<file path="src/hw/gdr_pkg.sv">
// Constants for the gate delay reduction configuration bank.
// Assumes a 250 MHz system clock and a slow serial register port.
package gdr_pkg;

   // ************************************************************
   // Register map
   // ************************************************************
   localparam int          NUM_BRIDGES       = 4;
   localparam int          NUM_REGS          = 5;
   localparam logic [6:0]  ADDR_BRIDGE1_LIMIT = 7'h2b;
   localparam logic [6:0]  ADDR_BRIDGE2_LIMIT = 7'h2c;
   localparam logic [6:0]  ADDR_BRIDGE3_LIMIT = 7'h2d;
   localparam logic [6:0]  ADDR_BRIDGE4_LIMIT = 7'h2e;
   localparam logic [6:0]  ADDR_BRIDGE1_PRE   = 7'h2f;
   localparam int          IDX_BRIDGE1_PRE    = 4;
   localparam logic [7:0]  RESET_LIMIT        = 8'h0a;
   localparam logic [7:0]  RESET_PRE          = 8'hf6;

   // ************************************************************
   // Field positions
   // ************************************************************
   localparam int MAX_CUR_LSB   = 6;
   localparam int DELAY_LSB     = 0;
   localparam int DELAY_W       = 6;
   localparam int PRE_CHR_LSB   = 6;
   localparam int PRE_DCHR_LSB  = 4;
   localparam int INIT_CHR_LSB  = 2;
   localparam int INIT_DCHR_LSB = 0;

   // ************************************************************
   // Serial frame: R/W bit, 7-bit address, 8-bit data, MSB first
   // ************************************************************
   localparam logic [4:0] FRAME_BITS = 5'h10;
   localparam logic [4:0] HEAD_BITS  = 5'h08;
   localparam int         RW_BIT     = 15;

   // ************************************************************
   // Timing and scaling
   // ************************************************************
   localparam int          DELAY_STEP_NS     = 140;
   localparam int          CLK_PERIOD_NS     = 4;
   localparam int          DELAY_STEP_CYCLES = DELAY_STEP_NS / CLK_PERIOD_NS;
   localparam int          CYC_W             = 12;
   localparam int          RATIO_SHIFT       = 3;
   localparam logic [6:0]  MAX_CUR_BASE_MA   = 7'h40;
   localparam logic [5:0]  INIT_CUR_BASE_MA  = 6'h04;
   localparam logic [CYC_W-1:0] RESET_DELAY_CYCLES =
      CYC_W'(10 * DELAY_STEP_CYCLES);
   localparam logic [CYC_W-1:0] RESET_PRE_CYCLES   =
      CYC_W'((10 * DELAY_STEP_CYCLES * 4) >> RATIO_SHIFT);
   localparam logic [5:0]  RESET_INIT_CHR_MA  = 6'h08;
   localparam logic [5:0]  RESET_INIT_DCHR_MA = 6'h10;

endpackage : gdr_pkg

</file>
<file path="src/hw/gdr_pin_sync.sv">
// Three-stage synchroniser with agreement filter for pin inputs.
// Assumes pins change slowly against the system clock.
module gdr_pin_sync #(
   parameter int               WIDTH     = 3,
   parameter logic [WIDTH-1:0] RESET_VAL = '0
) (
   // Clock and reset
   input  wire logic             clk,
   input  wire logic             rst,
   // Pins in, filtered levels out
   input  wire logic [WIDTH-1:0] pin,
   output      logic [WIDTH-1:0] level
);

   typedef struct packed {
      logic [WIDTH-1:0] s1;
      logic [WIDTH-1:0] s2;
      logic [WIDTH-1:0] s3;
      logic [WIDTH-1:0] out;
   } gdr_sync_t;

   gdr_sync_t s;
   gdr_sync_t next_s;

   // Refuse a width that leaves no pin to synchronise
   if (WIDTH < 1) begin : g_bad_width
      $error("gdr_pin_sync: WIDTH must be at least 1");
   end

   // Second and third stages must agree before the level moves
   always_comb begin
      next_s     = s;
      next_s.s1  = pin;
      next_s.s2  = s.s1;
      next_s.s3  = s.s2;
      for (int i = 0; i < WIDTH; i++) begin
         if (s.s2[i] == s.s3[i]) begin
            next_s.out[i] = s.s3[i];
         end
      end
   end

   always_ff @(posedge clk) begin
      if (rst) begin
         s <= '{s1: RESET_VAL, s2: RESET_VAL, s3: RESET_VAL, out: RESET_VAL};
      end else begin
         s <= next_s;
      end
   end

   assign level = s.out;

endmodule : gdr_pin_sync

</file>
<file path="src/hw/gdr_config_bank.sv">
// Configuration bank for the delay reduction loop of four half-bridges.
// Reached over a serial register port (chip select, clock, data in/out);
// the serial clock must be far slower than CLK_SYS.
module gdr_config_bank (
   // Clock and reset
   input  wire logic                                     CLK_SYS,
   input  wire logic                                     RST,
   // Serial register port pins
   input  wire logic                                     SCS_N,
   input  wire logic                                     SCLK,
   input  wire logic                                     SDI,
   output      logic                                     SDO,
   output      logic                                     SDO_OE,
   // Per-bridge settings
   output      logic [gdr_pkg::NUM_BRIDGES-1:0][1:0]     MAX_CURRENT_SEL,
   output      logic [gdr_pkg::NUM_BRIDGES-1:0][6:0]     MAX_CURRENT_MA,
   output      logic [gdr_pkg::NUM_BRIDGES-1:0][5:0]     ON_OFF_DELAY_TARGET,
   output      logic [gdr_pkg::NUM_BRIDGES-1:0][11:0]    ON_OFF_DELAY_CYCLES,
   // Bridge 1 pre-charge settings
   output      logic [1:0]                               PRE_CHARGE_TIME_RATIO,
   output      logic [1:0]                               PRE_DISCHARGE_TIME_RATIO,
   output      logic [11:0]                              PRE_CHARGE_CYCLES,
   output      logic [11:0]                              PRE_DISCHARGE_CYCLES,
   output      logic [1:0]                               INITIAL_PRE_CHARGE_CURRENT,
   output      logic [1:0]                               INITIAL_PRE_DISCHARGE_CURRENT,
   output      logic [5:0]                               INITIAL_PRE_CHARGE_MA,
   output      logic [5:0]                               INITIAL_PRE_DISCHARGE_MA
);

   import gdr_pkg::*;

   // ************************************************************
   // State
   // ************************************************************
   typedef struct packed {
      logic                               sclk_q;
      logic                               scs_n_q;
      logic [15:0]                        shift;
      logic [4:0]                         count;
      logic [7:0]                         rdata;
      logic                               sdo;
      logic                               sdo_oe;
      logic [NUM_REGS-1:0][7:0]           regs;
      logic [NUM_BRIDGES-1:0][6:0]        max_ma;
      logic [NUM_BRIDGES-1:0][CYC_W-1:0]  delay_cyc;
      logic [CYC_W-1:0]                   pre_chr_cyc;
      logic [CYC_W-1:0]                   pre_dchr_cyc;
      logic [5:0]                         init_chr_ma;
      logic [5:0]                         init_dchr_ma;
   } gdr_state_t;

   localparam gdr_state_t RESET_STATE = '{
      sclk_q:       1'b0,
      scs_n_q:      1'b1,
      shift:        '0,
      count:        '0,
      rdata:        '0,
      sdo:          1'b0,
      sdo_oe:       1'b0,
      regs:         {RESET_PRE, {NUM_BRIDGES{RESET_LIMIT}}},
      max_ma:       {NUM_BRIDGES{MAX_CUR_BASE_MA}},
      delay_cyc:    {NUM_BRIDGES{RESET_DELAY_CYCLES}},
      pre_chr_cyc:  RESET_PRE_CYCLES,
      pre_dchr_cyc: RESET_PRE_CYCLES,
      init_chr_ma:  RESET_INIT_CHR_MA,
      init_dchr_ma: RESET_INIT_DCHR_MA
   };

   gdr_state_t s;
   gdr_state_t next_s;

   logic scs_n_s;
   logic sclk_s;
   logic sdi_s;

   // Refuse a register map that the decode cannot serve
   if (NUM_REGS != NUM_BRIDGES + 1) begin : g_bad_map
      $error("gdr_config_bank: register count mismatch");
   end

   // ************************************************************
   // Pin synchronisers
   // ************************************************************
   gdr_pin_sync #(
      .WIDTH     (3),
      .RESET_VAL (3'h4)
   ) u_sync (
      .clk   (CLK_SYS),
      .rst   (RST),
      .pin   ({SCS_N, SCLK, SDI}),
      .level ({scs_n_s, sclk_s, sdi_s})
   );

   // ************************************************************
   // Address decode and read mux
   // ************************************************************
   function automatic logic hit(input logic [6:0] addr);
      hit = (addr >= ADDR_BRIDGE1_LIMIT) && (addr <= ADDR_BRIDGE1_PRE);
   endfunction : hit

   function automatic logic [2:0] index(input logic [6:0] addr);
      logic [6:0] off;
      off   = addr - ADDR_BRIDGE1_LIMIT;
      index = off[2:0];
   endfunction : index

   // ************************************************************
   // Next state
   // ************************************************************
   always_comb begin
      logic             sclk_rise;
      logic             sclk_fall;
      logic [7:0]       rd;
      logic [6:0]       waddr;
      logic [CYC_W-1:0] dcyc;
      logic [1:0]       code;
      logic [14:0]      prod;
      sclk_rise = 1'b0;
      sclk_fall = 1'b0;
      rd        = '0;
      waddr     = '0;
      dcyc      = '0;
      code      = '0;
      prod      = '0;
      next_s    = s;

      sclk_rise      = sclk_s & ~s.sclk_q;
      sclk_fall      = ~sclk_s & s.sclk_q;
      next_s.sclk_q  = sclk_s;
      next_s.scs_n_q = scs_n_s;

      if (scs_n_s) begin
         next_s.count  = '0;
         next_s.sdo    = 1'b0;
         next_s.sdo_oe = 1'b0;
         // Commit a complete write frame as chip select rises
         waddr = s.shift[RW_BIT-1 -: 7];
         if (!s.scs_n_q && (s.count == FRAME_BITS) && !s.shift[RW_BIT] && hit(waddr)) begin
            next_s.regs[index(waddr)] = s.shift[7:0];
         end
      end else begin
         next_s.sdo_oe = 1'b1;
         if (sclk_rise && (s.count < FRAME_BITS)) begin
            next_s.shift = {s.shift[14:0], sdi_s};
            next_s.count = s.count + 5'h01;
         end
         if (sclk_fall && (s.count >= HEAD_BITS) && (s.count < FRAME_BITS)) begin
            rd = s.rdata;
            if (s.count == HEAD_BITS) begin
               // Unlisted offsets read as zero
               rd = hit(s.shift[6:0]) ? s.regs[index(s.shift[6:0])] : 8'h00;
            end
            next_s.sdo   = rd[7];
            next_s.rdata = {rd[6:0], 1'b0};
         end
      end

      // Decoded settings follow the registers one cycle later
      for (int b = 0; b < NUM_BRIDGES; b++) begin
         code = s.regs[b][MAX_CUR_LSB +: 2];
         next_s.max_ma[b] = MAX_CUR_BASE_MA >> code;
         next_s.delay_cyc[b] = CYC_W'(s.regs[b][DELAY_LSB +: DELAY_W])
                               * CYC_W'(DELAY_STEP_CYCLES);
      end
      dcyc = next_s.delay_cyc[0];

      code = s.regs[IDX_BRIDGE1_PRE][PRE_CHR_LSB +: 2];
      prod = 15'(dcyc) * 15'({1'b0, code} + 3'h1);
      next_s.pre_chr_cyc = prod[RATIO_SHIFT +: CYC_W];

      code = s.regs[IDX_BRIDGE1_PRE][PRE_DCHR_LSB +: 2];
      prod = 15'(dcyc) * 15'({1'b0, code} + 3'h1);
      next_s.pre_dchr_cyc = prod[RATIO_SHIFT +: CYC_W];

      code = s.regs[IDX_BRIDGE1_PRE][INIT_CHR_LSB +: 2];
      next_s.init_chr_ma = INIT_CUR_BASE_MA << code;

      code = s.regs[IDX_BRIDGE1_PRE][INIT_DCHR_LSB +: 2];
      next_s.init_dchr_ma = INIT_CUR_BASE_MA << code;
   end

   always_ff @(posedge CLK_SYS) begin
      if (RST) begin
         s <= RESET_STATE;
      end else begin
         s <= next_s;
      end
   end

   // ************************************************************
   // Outputs
   // ************************************************************
   always_comb begin
      for (int b = 0; b < NUM_BRIDGES; b++) begin
         MAX_CURRENT_SEL[b]     = s.regs[b][MAX_CUR_LSB +: 2];
         ON_OFF_DELAY_TARGET[b] = s.regs[b][DELAY_LSB +: DELAY_W];
      end
   end

   assign SDO                           = s.sdo;
   assign SDO_OE                        = s.sdo_oe;
   assign MAX_CURRENT_MA                = s.max_ma;
   assign ON_OFF_DELAY_CYCLES           = s.delay_cyc;
   assign PRE_CHARGE_TIME_RATIO         = s.regs[IDX_BRIDGE1_PRE][PRE_CHR_LSB +: 2];
   assign PRE_DISCHARGE_TIME_RATIO      = s.regs[IDX_BRIDGE1_PRE][PRE_DCHR_LSB +: 2];
   assign PRE_CHARGE_CYCLES             = s.pre_chr_cyc;
   assign PRE_DISCHARGE_CYCLES          = s.pre_dchr_cyc;
   assign INITIAL_PRE_CHARGE_CURRENT    = s.regs[IDX_BRIDGE1_PRE][INIT_CHR_LSB +: 2];
   assign INITIAL_PRE_DISCHARGE_CURRENT = s.regs[IDX_BRIDGE1_PRE][INIT_DCHR_LSB +: 2];
   assign INITIAL_PRE_CHARGE_MA         = s.init_chr_ma;
   assign INITIAL_PRE_DISCHARGE_MA      = s.init_dchr_ma;

endmodule : gdr_config_bank

</file>
<file path="config.mk">
export PLATFORM = sky130hd
export DESIGN_NAME = gdr_config_bank
export DESIGN_NICKNAME = d
export VERILOG_FILES = /design/src/hw/gdr_pkg.sv /design/src/hw/gdr_pin_sync.sv /design/src/hw/gdr_config_bank.sv
export SDC_FILE = /design/constraint.sdc
export NUM_CORES = 1
export LEC_CHECK = 0
export CELL_PAD_IN_SITES_DETAIL_PLACEMENT = 0
export CELL_PAD_IN_SITES_GLOBAL_PLACEMENT = 1
export CORE_UTILIZATION = 35
export DETAILED_ROUTE_END_ITERATION = 6
export DONT_BUFFER_PORTS = 1
export PLACE_DENSITY = 0.63
export SLEW_MARGIN = 20
export SYNTH_ARGS = -nofsm -noshare
export SYNTH_HDL_FRONTEND = slang
export SYNTH_SLANG_ARGS = --single-unit
</file>
<file path="constraint.sdc">
create_clock -name CLK_SYS -period 5.5 [get_ports CLK_SYS]
set_input_delay 0 -clock CLK_SYS [delete_from_list [all_inputs] [get_ports CLK_SYS]]
set_output_delay 0 -clock CLK_SYS [all_outputs]
set_load 0.05 [all_outputs]
</file>
==> metrics.txt <==
status=finished clean; Synth Cell Area=0.0115 mm²; slowest stage cell, crit path=fa_1; GRT Util Overall=about 17%; Async SR Flop Fraction=0%; Cells on Worst Hold Path=3; CTS Buffer Depth=2; f_max=between 200 and 250 MHz; std cell rows=65; Worst path most repeated cell=ha_1; Final Hold Fails=0; Slew Limit Fails=0; grt ovf=0; CP Data Arrival Time=5.31 ns; drt drc=0; CTS buffer count=17; Worst Hold Class=input pin to register; CP Max Fanout=7; via count=7935; CP Capture Type=register; overall power=0.00260 W; share of layout cells above drive strength 1=7.65%; Synth area leaders=dfxtp_1 (31%), ha_1 (11%), buf_4 (10%); cell total after placement=1561; I/O Buffers=0; Skew-Pair Late Insertion Delay=0.45 ns; vias per inst=4.96; Post-CTS Setup Bufs=0; Worst VDD drop=0.220 mV; DRT Pass-1 Iters=7; H-Tree Depth=4; Max stage delay on crit path=0.49 ns; Setup-failing EPs final=0; slew margin rel.=38.2%; placed cell areas=0.0109 mm²; CTS tree=built; Synth top area share=31.4%; initial antenna violation count=0; top_reg_cell synth=dfxtp_1; final wirelength=27500 µm; final cell count without fillers=1600; Die Footprint=0.0335 mm²; ANT nets after route=0; Iter 0 DRT Violations=461; synth warn=0; Die H=~180 µm; HPWL after DPL=19500 µm; Avg Inst Size Synth=8.84 µm²; P&R area growth vs syn=0.633%; Die W=between 150 and 200 µm; type of origin of the critical path=register; Initial Utilization=around 36%; top cells by count, synth=dfxtp_1 (180), buf_4 (152), nand2_1 (134); Final #Nets=1288; Setup TNS=0 ns; LEAKAGE=4.77 nW; I/O pin count=~160; most numerous cell in the Yosys netlist=dfxtp_1; MaxCap Viol Count=0; Root Driver=clkbuf_16; wire per inst=17.2 µm; leading area contributor after synthesis=dfxtp_1; critical path type=register to register; register area share after synthesis=31.4%; largest net degree at the start of global routing=126; Final GP Congestion=0.828; CP cell instances=buf_4 > ha_1 > ha_1 > inv_1 > fa_1 > nor2b_1 > o21ai_1 > a21boi_1 > nor2_1 > a311o_1 > fa_1 > ha_1 > a21o_1 > a31o_1 > and2_1 > or4_1 > and3_1; Clock Sinks=180; Final Cycle Share=between 90% and 100%; flops & latches, synth=180; Mapped Cells=1297; reg2reg path depth=17; unrepaired setup endpoints after global routing=no; measured slew at the worst slew-check pin=0.920 ns; EDFF count, synth=0; global-route wire length before repair=43400 µm; Final min period=4.95 ns; Layout Skew=0.0124 ns; Power Density=225 mW/mm²; Crit path required time=about 5.9 ns; Yosys cell types=75; design area=0.0115 mm²; vias in the first global route=7631; Core Footprint=0.0319 mm²; Clock Pin Slew Worst Setup and Hold Paths=0.08 ns
==> cell type report <==
type / count / area (µm²)
well taps: 435 / 544
fillers: 3305 / 20300
clock buffers: 18 / 439
flip-flops and latches: 180 / 3600
inverters: 77 / 289
diodes: 1 / 2.50
multi-input cells: 845 / 6250
repair buffers: 30 / 258
clock inverters: 14 / 143
==> cell usage in the layout, fill, tap and decap left out, drive strengths merged, types with 7 or more instances in the layout <==
cell,instances
nand3b,7
nand3,24
mux4,8
dfxtp,180
conb,16
xnor2,16
nor2b,38
o21ai,51
a211oi,10
nor3,14
nor3b,10
or2,23
nand2,135
a21o,11
nor2,76
ha,102
fa,30
buf,25
o311ai,7
o21bai,8
inv,81
clkbuf,18
clkinv,9
mux2i,38
nand2b,32
and3,10
a21oi,80
xor2,11
==> metal layers <==
metal  wire length, µm  GRT usage, %  up-vias
met5                 0             0        -
met4               462          5.57        0
met3              1390          4.03       26
met2             12700          27.2      171
met1             12900          22.0     3780
li1                  -             -     3958
==> per-stage QoR <==
stage	hold WS [ns]	setup slack (ns)	utilization, %
6_report	0.0969	0.547	36.2
5_1_grt	0.0662	0.272	36.2
2_1_floorplan	0.0971	0.939	-
4_1_cts	0.0911	0.530	36.2
3_5_place_dp	0.0842	0.554	34.1
3_3_place_gp	0.0802	0.620	34.1
==> what timing repair did <==
item	4_1_cts	5_1_grt
hold buffers	6	0
resized for setup	0	0
endpoints found under the hold margin	124	0
==> cell families (layout without fill, tap and decap cells) <==
logic type,count (synthesis),after routing,synth area share (%)
flip-flops,180,180,31.4
AND/OR/NAND/NOR,399,399,18.0
XOR/XNOR,27,27,2.06
multiplexers,49,49,5.19
adder cells (fa/ha/maj),132,132,16.4
AO/OA/AOI/OAI,222,222,12.4
other,1,17,0.0327
buffers and inverters,287,139,14.5
==> report_power, final <==
part	internal [W]	total [W]	switching (W)
sequential	0.00130	0.00131	0.00000101
combinational	0.00000789	0.0000577	0.0000498
clock	0.000615	0.00124	0.000621
==> path summary, 6_finish.rpt <==
path                                                     startpoint                                 to  slack (ns)
worst max-delay path            ON_OFF_DELAY_TARGET[4]$_SDFFE_PP0P_    PRE_CHARGE_CYCLES[9]$_SDFF_PP0_        0.55
worst min-delay path                                            RST  ON_OFF_DELAY_CYCLES[8]$_SDFF_PP1_         0.1
worst max register to register  ON_OFF_DELAY_TARGET[4]$_SDFFE_PP0P_    PRE_CHARGE_CYCLES[9]$_SDFF_PP0_        0.55
worst min register to register          u_sync.next_s[8]$_SDFF_PP1_        u_sync.next_s[5]$_SDFF_PP1_        0.41
==> registers in the layout (all words and copies together) (netlist names), 3 cells and up <==
signal,flops
INITIAL_PRE_CHARGE_MA,4
INITIAL_PRE_DISCHARGE_MA,4
MAX_CURRENT_MA,16
MAX_CURRENT_SEL,8
ON_OFF_DELAY_CYCLES,48
ON_OFF_DELAY_TARGET,24
PRE_CHARGE_CYCLES,12
PRE_DISCHARGE_CYCLES,12
s,30
u_sync.level,3
u_sync.next_s,6
u_sync.s,3
==> worst max-delay path: cells and delay by family (launching register included) <==
family / cells / cell delay (ns)
AND/OR/NAND/NOR: 5 / 1.09
flip-flops: 1 / 0.36
AO/OA/AOI/OAI: 5 / 1.20
adder cells (fa/ha/maj): 5 / 1.88
buffers and inverters: 2 / 0.31
No activity file was read; power rests on OpenSTA's default activity.
